===== config.mk =====
export PLATFORM = sky130hd
export DESIGN_NAME = dtc_timer_ctl
export DESIGN_NICKNAME = d
export VERILOG_FILES = /design/src/hdl/dtc_pkg.sv /design/src/hdl/dtc_timer_ctl.sv
export SDC_FILE = /design/constraint.sdc
export NUM_CORES = 1
export LEC_CHECK = 0
export ABC_AREA = 1
export BUFFER_PORTS_ARGS = -buffer_cell sky130_fd_sc_hd__buf_4
export CAP_MARGIN = 20
export CORE_MARGIN = 5
export CORE_UTILIZATION = 60
export DETAILED_ROUTE_END_ITERATION = 10
export PLACE_DENSITY = 0.78
export SETUP_SLACK_MARGIN = 0.1
export SLEW_MARGIN = 20
export SYNTH_ARGS = -nofsm -noshare
export SYNTH_HDL_FRONTEND = slang
export SYNTH_SLANG_ARGS = --single-unit

===== constraint.sdc =====
create_clock -name CLK -period 2.9 [get_ports CLK]
set_clock_uncertainty 0.2 [all_clocks]
set_input_delay 0.29 -clock CLK [delete_from_list [all_inputs] [get_ports CLK]]
set_output_delay 0.29 -clock CLK [all_outputs]
set_load 0.03 [all_outputs]

===== src/hdl/dtc_pkg.sv =====
// Overview of operation
// - timer1 overflow sets bit 7 flag; timer0 split: timer0 high byte sets it instead
// - vectoring to timer1 routine clears that flag
// - bit 6 runs timer1; counts only when set
// - timer0 overflow sets bit 5 flag
// - vectoring to timer0 routine clears that flag
// - bit 4 runs timer0 (split: low byte only); counts only when set
// - ext irq1 falling edge or low sets bit 3
// - edge flags clear on vectoring; level flags follow pin
// - bit 2: one selects edge, zero selects level
// - ext irq0 falling edge or low sets bit 1
// - bit 0: one selects edge, zero selects level
// - irq bits never affect either timer
// - each timer two bytes, split or cascaded
// - timer0 bytes at 8c high, 8a low
// - timer1 bytes at 8d high, 8b low
// - mode field picks 13, 16, reload, split
// - gated run needs run bit and pin high
// - timer counts cycles; counter counts pin falls
// - reload mode refills low byte from high
package dtc_pkg;

    // special-function addresses
    localparam logic [7:0] ADDR_TCTL = 8'h88;
    localparam logic [7:0] ADDR_MODE = 8'h89;
    localparam logic [7:0] ADDR_T0LO = 8'h8a;
    localparam logic [7:0] ADDR_T1LO = 8'h8b;
    localparam logic [7:0] ADDR_T0HI = 8'h8c;
    localparam logic [7:0] ADDR_T1HI = 8'h8d;

    // control register bits
    localparam int OVF1_BIT = 7;
    localparam int RUN1_BIT = 6;
    localparam int OVF0_BIT = 5;
    localparam int RUN0_BIT = 4;
    localparam int REQ1_BIT = 3;
    localparam int TRG1_BIT = 2;
    localparam int REQ0_BIT = 1;
    localparam int TRG0_BIT = 0;

    // mode register bits
    localparam int GATE1_BIT = 7;
    localparam int CT1_BIT   = 6;
    localparam int MODE1_LSB = 4;
    localparam int GATE0_BIT = 3;
    localparam int CT0_BIT   = 2;
    localparam int MODE0_LSB = 0;

    // mode codes
    localparam logic [1:0] MODE_13BIT  = 2'h0;
    localparam logic [1:0] MODE_16BIT  = 2'h1;
    localparam logic [1:0] MODE_RELOAD = 2'h2;
    localparam logic [1:0] MODE_SPLIT  = 2'h3;

    // pin index into synchroniser
    localparam int PIN_IRQ0 = 0;
    localparam int PIN_IRQ1 = 1;
    localparam int PIN_CNT0 = 2;
    localparam int PIN_CNT1 = 3;
    localparam int NPINS    = 4;

    // reset values
    localparam logic [7:0] TCTL_RST = 8'h00;
    localparam logic [7:0] MODE_RST = 8'h00;
    localparam logic [7:0] CNT_RST  = 8'h00;
    localparam logic [2:0] SYNC_RST = 3'h7;
    localparam logic [7:0] RD_NONE  = 8'h00;

    typedef struct packed {
        logic [NPINS-1:0][2:0] sync;
        logic [NPINS-1:0]      flt;
        logic [7:0]            tctl;
        logic [7:0]            mode_reg;
        logic [7:0]            t0_lo;
        logic [7:0]            t0_hi;
        logic [7:0]            t1_lo;
        logic [7:0]            t1_hi;
        logic [7:0]            rdata;
        logic                  rvalid;
    } dtc_state_t;

    localparam dtc_state_t STATE_RST = '{
        sync:   {NPINS{SYNC_RST}},
        flt:    {NPINS{1'b1}},
        tctl:   TCTL_RST,
        mode_reg: MODE_RST,
        t0_lo:  CNT_RST,
        t0_hi:  CNT_RST,
        t1_lo:  CNT_RST,
        t1_hi:  CNT_RST,
        rdata:  RD_NONE,
        rvalid: 1'b0
    };

endpackage : dtc_pkg


===== src/hdl/dtc_timer_ctl.sv =====
`timescale 1ns/10ps
module dtc_timer_ctl (
    // clock and reset
    input  wire logic       CLK,
    input  wire logic       RST_N,
    // special-function register port
    input  wire logic [7:0] SFR_ADDR,
    input  wire logic       SFR_WR,
    input  wire logic [7:0] SFR_WDATA,
    input  wire logic       SFR_RD,
    output logic      [7:0] SFR_RDATA,
    output logic            SFR_RVALID,
    // interrupt vectoring acknowledges
    input  wire logic       ACK_T0,
    input  wire logic       ACK_T1,
    input  wire logic       ACK_X0,
    input  wire logic       ACK_X1,
    // external pins
    input  wire logic       EXT_IRQ0_PIN_N,
    input  wire logic       EXT_IRQ1_PIN_N,
    input  wire logic       T0_COUNT_PIN,
    input  wire logic       T1_COUNT_PIN,
    // request flags to the core
    output logic            TIMER0_OVERFLOW_FLAG,
    output logic            TIMER1_OVERFLOW_FLAG,
    output logic            EXT_IRQ0_REQUEST_FLAG,
    output logic            EXT_IRQ1_REQUEST_FLAG
);
    import dtc_pkg::*;

    dtc_state_t r_ff;
    dtc_state_t nxt_r;

    logic [NPINS-1:0] pins;
    logic [NPINS-1:0] fall;
    logic [1:0]       mode0;
    logic [1:0]       mode1;
    logic             split0;
    logic             run0;
    logic             run1;
    logic             inc0;
    logic             inc1;
    logic [16:0]      step0;
    logic [16:0]      step1;
    logic             set_ovf0;
    logic             set_ovf1;
    logic             wr_tctl;
    logic             wr_t0;
    logic             wr_t1;

    // one count step: {overflow, high, low}
    function automatic logic [16:0] dtc_step(
        input logic [1:0] mode,
        input logic [7:0] tl,
        input logic [7:0] th,
        input logic       inc
    );
        logic [7:0] ntl;
        logic [7:0] nth;
        logic       ovf;
        ntl = tl;
        nth = th;
        ovf = 1'b0;
        if (inc) begin
            unique case (mode)
                MODE_13BIT: begin
                    // low five bits prescale the high byte
                    ntl[4:0] = tl[4:0] + 5'h01;
                    if (tl[4:0] == 5'h1f) begin
                        nth = th + 8'h01;
                        ovf = (th == 8'hff);
                    end
                end
                MODE_16BIT: begin
                    {nth, ntl} = {th, tl} + 16'h0001;
                    ovf = ({th, tl} == 16'hffff);
                end
                MODE_RELOAD: begin
                    if (tl == 8'hff) begin
                        ntl = th;
                        ovf = 1'b1;
                    end else begin
                        ntl = tl + 8'h01;
                    end
                end
                MODE_SPLIT: begin
                    ntl = tl + 8'h01;
                    ovf = (tl == 8'hff);
                end
            endcase
        end
        return {ovf, nth, ntl};
    endfunction : dtc_step

    assign pins = {T1_COUNT_PIN, T0_COUNT_PIN, EXT_IRQ1_PIN_N,
                   EXT_IRQ0_PIN_N};

    // falling edge on the filtered level
    for (genvar g = 0; g < NPINS; g++) begin : g_fall
        assign fall[g] = r_ff.flt[g] & ~r_ff.sync[g][1]
                       & ~r_ff.sync[g][2];
    end

    assign mode0  = r_ff.mode_reg[MODE0_LSB +: 2];
    assign mode1  = r_ff.mode_reg[MODE1_LSB +: 2];
    assign split0 = (mode0 == MODE_SPLIT);

    // run enables use only run, gate and pin; irq bits not involved
    assign run0 = r_ff.tctl[RUN0_BIT]
                & (~r_ff.mode_reg[GATE0_BIT]
                   | r_ff.flt[PIN_IRQ0]);
    assign run1 = r_ff.tctl[RUN1_BIT]
                & (~r_ff.mode_reg[GATE1_BIT]
                   | r_ff.flt[PIN_IRQ1]);
    assign inc0 = run0
                & (r_ff.mode_reg[CT0_BIT] ? fall[PIN_CNT0] : 1'b1);
    assign inc1 = run1
                & (r_ff.mode_reg[CT1_BIT] ? fall[PIN_CNT1] : 1'b1)
                & (mode1 != MODE_SPLIT);

    assign step0 = dtc_step(mode0, r_ff.t0_lo, r_ff.t0_hi, inc0);
    assign step1 = dtc_step(mode1, r_ff.t1_lo, r_ff.t1_hi, inc1);

    // in split mode the high byte of timer 0 owns timer 1's flag
    assign set_ovf0 = step0[16];
    assign set_ovf1 = split0 ? (r_ff.tctl[RUN1_BIT] & (r_ff.t0_hi == 8'hff))
                             : step1[16];

    assign wr_tctl = SFR_WR & (SFR_ADDR == ADDR_TCTL);
    assign wr_t0   = SFR_WR & ((SFR_ADDR == ADDR_T0LO)
                             | (SFR_ADDR == ADDR_T0HI));
    assign wr_t1   = SFR_WR & ((SFR_ADDR == ADDR_T1LO)
                             | (SFR_ADDR == ADDR_T1HI));

    always_comb begin
        nxt_r = r_ff;

        // three-stage synchroniser, level accepted when stages 2 and 3 agree
        for (int i = 0; i < NPINS; i++) begin
            nxt_r.sync[i] = {r_ff.sync[i][1:0], pins[i]};
            if (r_ff.sync[i][1] == r_ff.sync[i][2]) begin
                nxt_r.flt[i] = r_ff.sync[i][2];
            end
        end

        // counting
        nxt_r.t0_lo = step0[7:0];
        nxt_r.t0_hi = step0[15:8];
        if (split0) begin
            // high byte becomes a cycle timer run by timer 1's bit
            nxt_r.t0_hi = r_ff.tctl[RUN1_BIT] ? r_ff.t0_hi + 8'h01
                                              : r_ff.t0_hi;
        end
        nxt_r.t1_lo = step1[7:0];
        nxt_r.t1_hi = step1[15:8];

        // software writes to counters win over counting
        if (SFR_WR) begin
            unique case (SFR_ADDR)
                ADDR_T0LO: nxt_r.t0_lo    = SFR_WDATA;
                ADDR_T0HI: nxt_r.t0_hi    = SFR_WDATA;
                ADDR_T1LO: nxt_r.t1_lo    = SFR_WDATA;
                ADDR_T1HI: nxt_r.t1_hi    = SFR_WDATA;
                ADDR_MODE: nxt_r.mode_reg = SFR_WDATA;
                default: ;
            endcase
        end

        // flags: vectoring clear, then software write, then hardware set
        if (ACK_T0) begin
            nxt_r.tctl[OVF0_BIT] = 1'b0;
        end
        if (ACK_T1) begin
            nxt_r.tctl[OVF1_BIT] = 1'b0;
        end
        if (ACK_X0 & r_ff.tctl[TRG0_BIT]) begin
            nxt_r.tctl[REQ0_BIT] = 1'b0;
        end
        if (ACK_X1 & r_ff.tctl[TRG1_BIT]) begin
            nxt_r.tctl[REQ1_BIT] = 1'b0;
        end
        if (wr_tctl) begin
            nxt_r.tctl = SFR_WDATA;
        end
        nxt_r.tctl[OVF0_BIT] = nxt_r.tctl[OVF0_BIT]
                             | set_ovf0;
        nxt_r.tctl[OVF1_BIT] = nxt_r.tctl[OVF1_BIT]
                             | set_ovf1;
        if (nxt_r.tctl[TRG0_BIT]) begin
            nxt_r.tctl[REQ0_BIT] = nxt_r.tctl[REQ0_BIT]
                                 | fall[PIN_IRQ0];
        end else begin
            nxt_r.tctl[REQ0_BIT] = ~r_ff.flt[PIN_IRQ0];
        end
        if (nxt_r.tctl[TRG1_BIT]) begin
            nxt_r.tctl[REQ1_BIT] = nxt_r.tctl[REQ1_BIT]
                                 | fall[PIN_IRQ1];
        end else begin
            nxt_r.tctl[REQ1_BIT] = ~r_ff.flt[PIN_IRQ1];
        end

        // registered read, unmapped addresses read zero
        nxt_r.rvalid = SFR_RD;
        if (SFR_RD) begin
            unique case (SFR_ADDR)
                ADDR_TCTL: nxt_r.rdata = r_ff.tctl;
                ADDR_MODE: nxt_r.rdata = r_ff.mode_reg;
                ADDR_T0LO: nxt_r.rdata = r_ff.t0_lo;
                ADDR_T0HI: nxt_r.rdata = r_ff.t0_hi;
                ADDR_T1LO: nxt_r.rdata = r_ff.t1_lo;
                ADDR_T1HI: nxt_r.rdata = r_ff.t1_hi;
                default:   nxt_r.rdata = RD_NONE;
            endcase
        end
    end

    always_ff @(posedge CLK or negedge RST_N) begin
        if (!RST_N) begin
            r_ff <= STATE_RST;
        end else begin
            r_ff <= nxt_r;
        end
    end

    assign SFR_RDATA             = r_ff.rdata;
    assign SFR_RVALID            = r_ff.rvalid;
    assign TIMER0_OVERFLOW_FLAG  = r_ff.tctl[OVF0_BIT];
    assign TIMER1_OVERFLOW_FLAG  = r_ff.tctl[OVF1_BIT];
    assign EXT_IRQ0_REQUEST_FLAG = r_ff.tctl[REQ0_BIT];
    assign EXT_IRQ1_REQUEST_FLAG = r_ff.tctl[REQ1_BIT];
endmodule : dtc_timer_ctl


# Word-level counts from Yosys, hierarchy flattened
# Cells that the tools add are included.
dict set report word_totals {
  out_inout_bits 13
  wordCells 128
  reg_bits 73
  in_bits 28
}
dict set report op_classes {
  n_reduce_logical 3
  n_mux 40
  bitwise_logic 35
  add_sub_neg 8
  n_eq_ne 25
}
# operator n
set ops {}
lappend ops {{2-to-1 mux 8 bit} 15}
lappend ops {{== test 8 bit, second input constant} 10}
lappend ops {{one-hot mux 8 bit (6 select lines)} 1}
lappend ops {{one-hot mux 5 bit (4 select lines)} 2}
lappend ops {{adder 16 x 1 -> 16 bit, second input constant} 2}
lappend ops {{adder 8 x 1 -> 8 bit, second input constant} 4}
lappend ops {{== test 16 bit, second input constant} 2}
lappend ops {{2-to-1 mux 32 bit} 1}
lappend ops {{one-hot mux 8 bit (2 select lines)} 2}
lappend ops {{one-hot mux 3 bit (3 select lines)} 2}
lappend ops {{bitwise AND 1 bit} 17}
lappend ops {{2-to-1 mux 1 bit} 15}
lappend ops {{inverter 1 bit} 12}
lappend ops {{adder 5 x 1 -> 5 bit, second input constant} 2}
lappend ops {{== test 5 bit, second input constant} 2}
lappend ops {{== test 2 bit, second input constant} 4}
lappend ops {{one-hot mux 1 bit (4 select lines)} 2}
lappend ops {{bitwise OR 1 bit} 6}
lappend ops {{== test 1 bit} 4}
lappend ops {{== test 2 x 1 -> 1 bit, second input constant} 2}
lappend ops {{zero test 2 bit} 2}
lappend ops {{!= test 2 bit, second input constant} 1}
lappend ops {{AND reduction 2 bit} 1}

# Logic depth before layout (Yosys ltp)
# Gate-level depths: netlist (run 1).
dict set report logic_depth {
  depth_word 9
  depth_mapped 13
}

# Worst setup path before layout (run 1)
# Ideal clock, no wire load.
dict set report synth_timing {
  path_type {register -> register}
  from {register r_ff[33] (netlist name)}
  to {register r_ff[27] (netlist name)}
  stages_incl_launch_ff 14
  setup_slack_ns 0.833
  arrival_time_ns 1.790
  n_path_buf 1
  path_cell_list {dfrtp_1 -> ha_1 -> nand2_1 -> nor2_2 -> ha_1 -> buf_2 -> inv_1 -> a21oi_1 -> o21ai_0 -> nand2_1 -> nand2_1 -> o21ai_0 -> nand2_1 -> a21oi_1}
}
# item line_no
set synth_rtl {}
lappend synth_rtl {{from (decl)} dtc_timer_ctl.sv:31} ;# dtc_state_t r_ff;
lappend synth_rtl {{from (signal assigned)} dtc_timer_ctl.sv:221} ;# r_ff <= nxt_r;

==> results of run 1 <==
## cells in the mapped netlist, drive strengths merged (4+ instances only)
cell / number
a21oi: 63
a31oi: 4
buf: 25
dfrtp: 57
dfstp: 16
ha: 7
inv: 101
nand2: 192
nand3: 81
nand4: 9
nor2: 77
nor3: 10
o21ai: 85
o22ai: 14
xor2: 6
## placed cells by master (no fill, tap or decap), types with 7 or more instances in the layout
cell and count:
nand2_1 187, clkbuf_8 9, inv_2 11, o21ai_0 76, dlygate4sd3_1 7, o22ai_1 14
dfrtp_1 57, nand3_1 80, nand4_1 9, dfstp_2 16, ha_1 7, nor2_1 67
o21ai_1 9, inv_1 90, a21oi_1 63, buf_4 42
## how the worst max path moves through the flow
stage,cells after the start,to,slack [ps]
floorplan,13,r_ff[27]$_DFF_PN0_,830
global placement,7,TIMER0_OVERFLOW_FLAG$_DFF_PN0_,700
detailed placement,12,r_ff[14]$_DFF_PN0_,600
CTS,12,r_ff[14]$_DFF_PN0_,580
global route,12,r_ff[14]$_DFF_PN0_,380
finish,12,r_ff[27]$_DFF_PN0_,520
## worst register-to-register path, cell delays in order (launching register included)
cell,delay [ps]
dfrtp_1,450
ha_1,200
nand2_1,100
nor2_2,220
ha_1,230
inv_1,150
a21oi_1,170
o21ai_0,110
nand2_1,80
nand2_1,40
o21ai_0,80
nand2_1,80
a21oi_1,190
## power by group
group          switching (mW)  internal (mW)  total (mW)
registers               0.340           1.22        1.56
clock network           0.452          0.414       0.866
logic                   0.792          0.419        1.21
total                    1.58           2.05        3.63
## per-layer routing
metal / track usage (%) / share of wire, % / vias up
li1: - / - / 2596
met2: 55.11 / 48 / 329
met4: 13.02 / 3.7 / 0
met3: 6.225 / 9.3 / 56
met1: 42.28 / 39 / 2516
met5: 0 / 0 / -
## cell type report
cell class              count  area (um^2)  share of cell area (%)
multi-input cells         565         2754                   48.28
flip-flops and latches     73         1847                   32.38
repair buffers             49        385.4                   6.756
inverters                 101        379.1                   6.646
well taps                 105        131.4                   2.303
clock buffers               9        123.9                   2.172
clock inverters             7        83.83                   1.470
## sequential cells by signal, summed over array words and instances, names as in the netlist
name,count
r_ff,48
EXT_IRQ1_REQUEST_FLAG,1
nxt_r,8
SFR_RDATA,8
mode1,2
TIMER1_OVERFLOW_FLAG,1
mode0,2
EXT_IRQ0_REQUEST_FLAG,1
TIMER0_OVERFLOW_FLAG,1
SFR_RVALID,1
## cell families (layout without fill, tap and decap cells)
| family | after synthesis | count (layout) |
|---|---|---|
| simple gates | 371 | 371 |
| xor+xnor | 8 | 8 |
| flops | 73 | 73 |
| compound gates | 179 | 179 |
| buf+inv | 129 | 166 |
| fa+ha+maj | 7 | 7 |
==> flow_summary_export.csv, run 1 <==
group,metric,value,unit
outcome,status,"finished, final reports clean",
cells_and_area,nNetsFinal,834,
power_and_ir_drop,p_leak,2.788,nW
cells_and_area,utilization,68.73,%
yosys,synth_compound_gate_area_share,18.66,%
sta,setup_ws,522.4,ps
cts,cts_max_level,3,
detailed_routing,drt-vias-per-instance,6.047,
critical_path,crit_path_cell_trace,"ha_1 > nand2_1 > nor2_2 > ha_1 > inv_1 > a21oi_1 > o21ai_0 > nand2_1 > nand2_1 > o21ai_0 > nand2_1 > a21oi_1",
floorplanning,boundaryPins,41,
yosys,synth_area_leaders,"dfrtp_1 (28%), nand2_1 (14%), dfstp_2 (8.2%), nand3_1 (7.8%), o21ai_0 (7.4%)",
cells_and_area,diodes,0,
cts,cts.sink_count,73,
yosys,combinational_family_with_the_most_area_after_synthesis,"simple AND/OR/NAND/NOR gates",
power_and_ir_drop,power.total,3.631,mW
critical_path,slowest_library_cell_on_the_worst_path,"dfrtp_1",
yosys,synth.lib_cells_used.distinct,37,
sta,timing_worst_slew_pin_value,925.9,ps
placement,io_buffers,40,
sta,holdWs,22.98,ps
yosys,cell_count_after_synthesis,767,
critical_path,cpMostUsedCell,"nand2_1",
cells_and_area,post_route_cells_drive_above_1_share,13.18,%
critical_path,crit_start,"r_ff[33]$_DFF_PN0_",
yosys,ys_seq_elements,73,
cts,maximum_clock_insertion_buffer_count,2,
floorplanning,die-height,102.6,um
floorplanning,die_w,102.6,um
sta,relSlewSlack,38.27,%
sta,setup-tns-final,0,ps
cells_and_area,area_growth_syn_to_layout,10.90,%
sta,final_min_period_over_clock_period,81.99,%
cts,clk_transition_reported_paths,90,ps
critical_path,setup.worst_path.class,"flip-flop to flip-flop",
detailed_routing,wirelength,16.44,mm
sta,maxClockFrequency,420.6,MHz
yosys,synth.cell_area,5144,um^2
floorplanning,effective_utilization_at_floorplan,61.98,%
yosys,synth_adder_area_share,1.703,%
yosys,synth_top_cell_area_share,27.73,%
yosys,ys_async_sr_fraction,100.0,%
floorplanning,placeableCoreArea,8299,um^2
grt,pin_count_of_the_biggest_net_entering_global_routing,74,
cells_and_area,postLayoutCellArea,5704,um^2
sta,post-route-min-period,2378,ps
floorplanning,rows,33,
critical_path,ff2ff_path_depth,12,
detailed_routing,first_iter_violations,479,
placement,postPlaceCellArea,5426,um^2
cts,cts-buffers-inserted,9,
placement,place_hpwl,12.06,mm
critical_path,worstPathArrival,2450,ps
power_and_ir_drop,irDropWorstVdd,0.4442,mV
detailed_routing,routedWlPerCell,18.08,um
power_and_ir_drop,pwr_density_cell,636.6,nW/um^2
detailed_routing,drtAntennaViolNets,0,
cts,insertion_delay,350,ps
yosys,synth-xor-area-share,1.362,%
sta,setup_viol,0,
critical_path,cell_family_with_most_cp_delay,"compound AO/OA/AOI/OAI gates",
cts,ctsHoldBuffers,7,
yosys,synth_simple_gate_area_share,31.82,%
grt,antenna_violations_before_repair,0,
detailed_routing,drc,0,
grt,via_count_of_the_first_global_routing_pass,5276,
grt,track_usage,32.97,%
critical_path,cp_slowest_stage_delay,450,ps
yosys,synth_top_flop_cell,"dfrtp_1",
cells_and_area,num-fill-cells,727,
cts,post_cts_resize_count,0,
detailed_routing,routed-via-count,5497,
yosys,muxShareOfSynthArea,0,%
yosys,postSynthNetCount,802,
critical_path,critical_path.n_buffers_inverters,1,
cells_and_area,stdcell_count,909,
placement,place_congestion,0.9727,
critical_path,rr_startpoint,"r_ff[33]$_DFF_PN0_",
placement,placed_cells_incl_taps,886,
placement,dpl_worst_slack,597.3,ps
cts,post_cts.repair.setup_buffers,0,
critical_path,timing.critical_path.fanout_max,9,
critical_path,timing.reg2reg.setup_slack,520,ps
worst_hold_path,hold_end,"TIMER1_OVERFLOW_FLAG$_DFF_PN0_",
detailed_routing,dr.pass1.iters,6,
grt,global_route_wire_length_before_repair,26.83,mm
yosys,syn_avg_cell_area,6.706,um^2
floorplanning,dieArea,10520,um^2
yosys,yosys_warnings,0,
grt,gr-total-overflow,0,
critical_path,cp-end-kind,"flip-flop",
sta,final-hold-violation-count,0,
critical_path,critical_path.reg2reg.endpoint,"r_ff[27]$_DFF_PN0_",
cts,tritoncts,"built",
critical_path,setup.worst_path.start_class,"flip-flop",
yosys,yosysSeqAreaShare,35.90,%
worst_hold_path,min_from,"ACK_T1",
cts,cts_root_buf,"clkbuf_8",
sta,grt_setup_unrepaired,"no",
yosys,synth-edff-count,0,
worst_hold_path,worst_hold_path_type,"input pin to flip-flop",
flow_run,timing.max_cap.violations,0,
worst_hold_path,worst_hold_path_cells,3,
yosys,yosysTopAreaCell,"dfrtp_1",
sta,drv_slew,0,
critical_path,worstPathRequired,2970,ps
Note: power is estimated with default switching activity, not from simulation.
==> run 2, diff against run 1 <==
--- a/config.mk
+++ b/config.mk
@@ -5,13 +5,13 @@
 export SDC_FILE = /design/constraint.sdc
 export NUM_CORES = 1
 export LEC_CHECK = 0
-export ABC_AREA = 1
+export ABC_AREA = 0
 export BUFFER_PORTS_ARGS = -buffer_cell sky130_fd_sc_hd__buf_4
 export CAP_MARGIN = 20
 export CORE_MARGIN = 5
-export CORE_UTILIZATION = 60
+export CORE_UTILIZATION = 54
 export DETAILED_ROUTE_END_ITERATION = 10
-export PLACE_DENSITY = 0.78
+export PLACE_DENSITY = 0.74
 export SETUP_SLACK_MARGIN = 0.1
 export SLEW_MARGIN = 20
 export SYNTH_ARGS = -nofsm -noshare
==> constraint.sdc (replaced) <==
create_clock -name CLK -period 2.05 [get_ports CLK]
set_clock_uncertainty 0.2 [all_clocks]
set_input_delay 0.205 -clock CLK [delete_from_list [all_inputs] [get_ports CLK]]
set_output_delay 0.205 -clock CLK [all_outputs]
set_load 0.03 [all_outputs]
==> run 2 against run 1 <==
  * The run now ends with negative setup slack left
  * First-iteration DRC count up 43%
  * Register-to-register slack got worse by 760 ps
  * Fmax grew 3.9%
  * Critical path depth down 7
  * Synthesized cell count down 35%
  * Non-clock buffer count is 123 higher
  * Die area down 0.44%
  * Clock power grew 49%
  * Count of clock-buffer cells in the layout grew 4
==> flow_summary_export.csv, run 2 <==
group,metric,value,unit
yosys,postSynthNetCount,533,
critical_path,setup.worst_path.start_class,"flip-flop",
floorplanning,placeableCoreArea,8258,um^2
detailed_routing,wirelength,17.30,mm
sta,setup-tns-final,-2052,ps
placement,place_congestion,0.9759,
sta,post-route-min-period,2287,ps
yosys,post-synth-top-count-cell,"dfrtp_1",
yosys,muxShareOfSynthArea,6.029,%
yosys,synth_top_cell_area_share,30.96,%
cts,insertion_delay,360,ps
cells_and_area,post_route_cells_drive_above_1_share,43.01,%
sta,setup_viol,19,
critical_path,cp_slowest_stage_delay,530,ps
yosys,yosysSeqAreaShare,40.09,%
power_and_ir_drop,pwr_density_cell,807.1,nW/um^2
placement,placed_cells_incl_taps,700,
sta,timing_worst_slew_pin_value,535.0,ps
grt,gr-total-overflow,0,
grt,via_count_of_the_first_global_routing_pass,4732,
cells_and_area,max_reg_flops,48,
critical_path,timing.critical_path.fanout_max,4,
critical_path,cp-end-kind,"flip-flop",
floorplanning,dieArea,10480,um^2
critical_path,worstPathArrival,2370,ps
critical_path,worstPathRequired,2140,ps
grt,global_route_wire_length_before_repair,25.47,mm
critical_path,setup.worst_path.class,"flip-flop to flip-flop",
power_and_ir_drop,irDropWorstVdd,0.4884,mV
cts,clk_transition_reported_paths,70,ps
power_and_ir_drop,p_leak,2.688,nW
cells_and_area,nNetsFinal,681,
floorplanning,boundaryPins,41,
flow_run,timing.max_cap.violations,0,
floorplanning,rows,33,
floorplanning,effective_utilization_at_floorplan,55.79,%
placement,place_hpwl,11.55,mm
cells_and_area,largest_register,"r_ff",
detailed_routing,drc,0,
detailed_routing,dr.pass1.iters,8,
grt,pin_count_of_the_biggest_net_entering_global_routing,32,
detailed_routing,drtAntennaViolNets,0,
placement,io_buffers,40,
yosys,synth_area_leaders,"dfrtp_1 (31%), dfstp_2 (9.1%), mux2_2 (3.4%), nand2_1 (3.4%), nor2_1 (3.3%)",
yosys,synth.cell_area,4607,um^2
outcome,failed_checks,"negative setup slack",
yosys,syn_avg_cell_area,9.251,um^2
cells_and_area,area_growth_syn_to_layout,45.74,%
cts,cts_max_level,3,
sta,setup_ws,-237.4,ps
floorplanning,die_w,102.4,um
yosys,synth_top_flop_cell,"dfrtp_1",
yosys,yosysTopAreaCell,"dfrtp_1",
sta,final-hold-violation-count,0,
sta,drv_slew,0,
yosys,ys_async_sr_fraction,100.0,%
cts,cts-buffers-inserted,9,
sta,relSlewSlack,64.18,%
yosys,synth.lib_cells_used.distinct,68,
detailed_routing,drt-vias-per-instance,6.693,
yosys,synth-edff-count,0,
sta,holdWs,82.35,ps
detailed_routing,routed-via-count,5060,
yosys,synthTopCellsByCount,"dfrtp_1 (57), nand2_1 (42), nor2_1 (40), o21ai_0 (29), nand3_1 (23)",
sta,final_min_period_over_clock_period,111.6,%
critical_path,slowest_library_cell_on_the_worst_path,"dfstp_2",
detailed_routing,routedWlPerCell,22.88,um
sta,grt_setup_unrepaired,"yes",
cts,cts_root_buf,"clkbuf_8",
worst_hold_path,worst_hold_path_type,"input pin to flip-flop",
cts,maximum_clock_insertion_buffer_count,2,
yosys,synth_simple_gate_area_share,22.62,%
cts,tritoncts,"built",
yosys,synth_compound_gate_area_share,21.29,%
yosys,synth-xor-area-share,2.281,%
detailed_routing,first_iter_violations,683,
cells_and_area,stdcell_count,756,
outcome,status,"complete, but fails checks",
yosys,yosys_warnings,0,
yosys,combinational_family_with_the_most_area_after_synthesis,"simple AND/OR/NAND/NOR gates",
floorplanning,die-height,102.4,um
grt,antenna_violations_before_repair,0,
grt,track_usage,32.01,%
cts,cts.sink_count,73,
yosys,cell_count_after_synthesis,498,
cells_and_area,mostFrequentLayoutCell,"buf_4",
yosys,ys_seq_elements,73,
sta,maxClockFrequency,437.2,MHz
cells_and_area,diodes,0,
yosys,synth_adder_area_share,2.336,%
cells_and_area,layout.cells.most_common_list,"buf_4 (142), dfrtp_1 (54), nand2_1 (39), nor2_1 (35), nand3_1 (21)",
critical_path,crit_path_cell_trace,"or3b_4 > a2111oi_4 > nand3_4 > or4_1 > nand4_1",
==> run 2: worst max-delay path, delay by kind of cell, from the launching register on <==
family	cells	cell delay [ps]
AND/OR/NAND/NOR	4	1050
flip-flops	1	530
AO/OA/AOI/OAI	1	450
==> run 2: layout make-up <==
class,count,area (um^2)
clock buffers,13,148.9
fillers,508,1544
inverters,19,76.32
flip-flops and latches,73,1851
well taps,105,131.4
repair buffers,172,1401
multi-input cells,371,3040
clock inverters,3,65.06
==> run 2: logic make-up after synthesis <==
logic type,count (synthesis)
AOI/OAI and AO/OA,136
adders and majority gates,9
DFF,73
buffers and inverters,54
and+or+nand+nor,188
xor gates and xnor gates,12
muxes,26
==> run 2: power breakdown <==
group,switching (mW),internal [mW]
clock,0.570,0.720
combinational,1.22,1.05
sequential,0.221,1.64
==> run 2: final timing paths <==
kind                                      start                         endpoint  slack, ps  depth (start not counted)
max reg2reg                r_ff[60]$_DFFE_PN1N_               r_ff[15]$_DFF_PN0_       -240                          5
min                                      ACK_X1  EXT_IRQ1_REQUEST_FLAG$_DFF_PN0_         80                          5
min in group asynchronous                 RST_N  EXT_IRQ0_REQUEST_FLAG$_DFF_PN0_        120                          2
min reg2reg                 nxt_r[62]$_DFF_PN1_              nxt_r[63]$_DFF_PN1_        150                          0
max in group asynchronous                 RST_N              nxt_r[71]$_DFF_PN1_        920                          3
max                        r_ff[60]$_DFFE_PN1N_               r_ff[15]$_DFF_PN0_       -240                          5
==> run 2: per-stage QoR <==
stage / setup slack [ps] / total power, mW / util (%) / cell area (um^2)
6_report: -237.4 / 5.419 / 81.30 / 6714
5_1_grt: -316.0 / 5.627 / 81.30 / 6714
4_1_cts: -234.9 / 5.013 / 76.53 / 6320
3_5_place_dp: -244.9 / 3.548 / 69.12 / 5708
3_3_place_gp: -174.3 / 3.511 / 69.12 / 5708
2_1_floorplan: -124.3 / 2.764 / - / 4741
==> run 2: repair_timing <==
item | 4_1_cts | 5_1_grt
gates resized for setup | 44 | 59
pin swaps | 28 | 40
buffers inserted | 6 | 20
hold endpoints to repair | 93 | 0
setup endpoints to repair | 31 | 34
hold buffers | 16 | 0
==> run 2: layer usage <==
layer / GRT usage (%) / wire [um]
met1: 44.64 / 6824
met5: 0 / 0
met2: 50.27 / 7985
met4: 10.19 / 725
met3: 6.485 / 1761
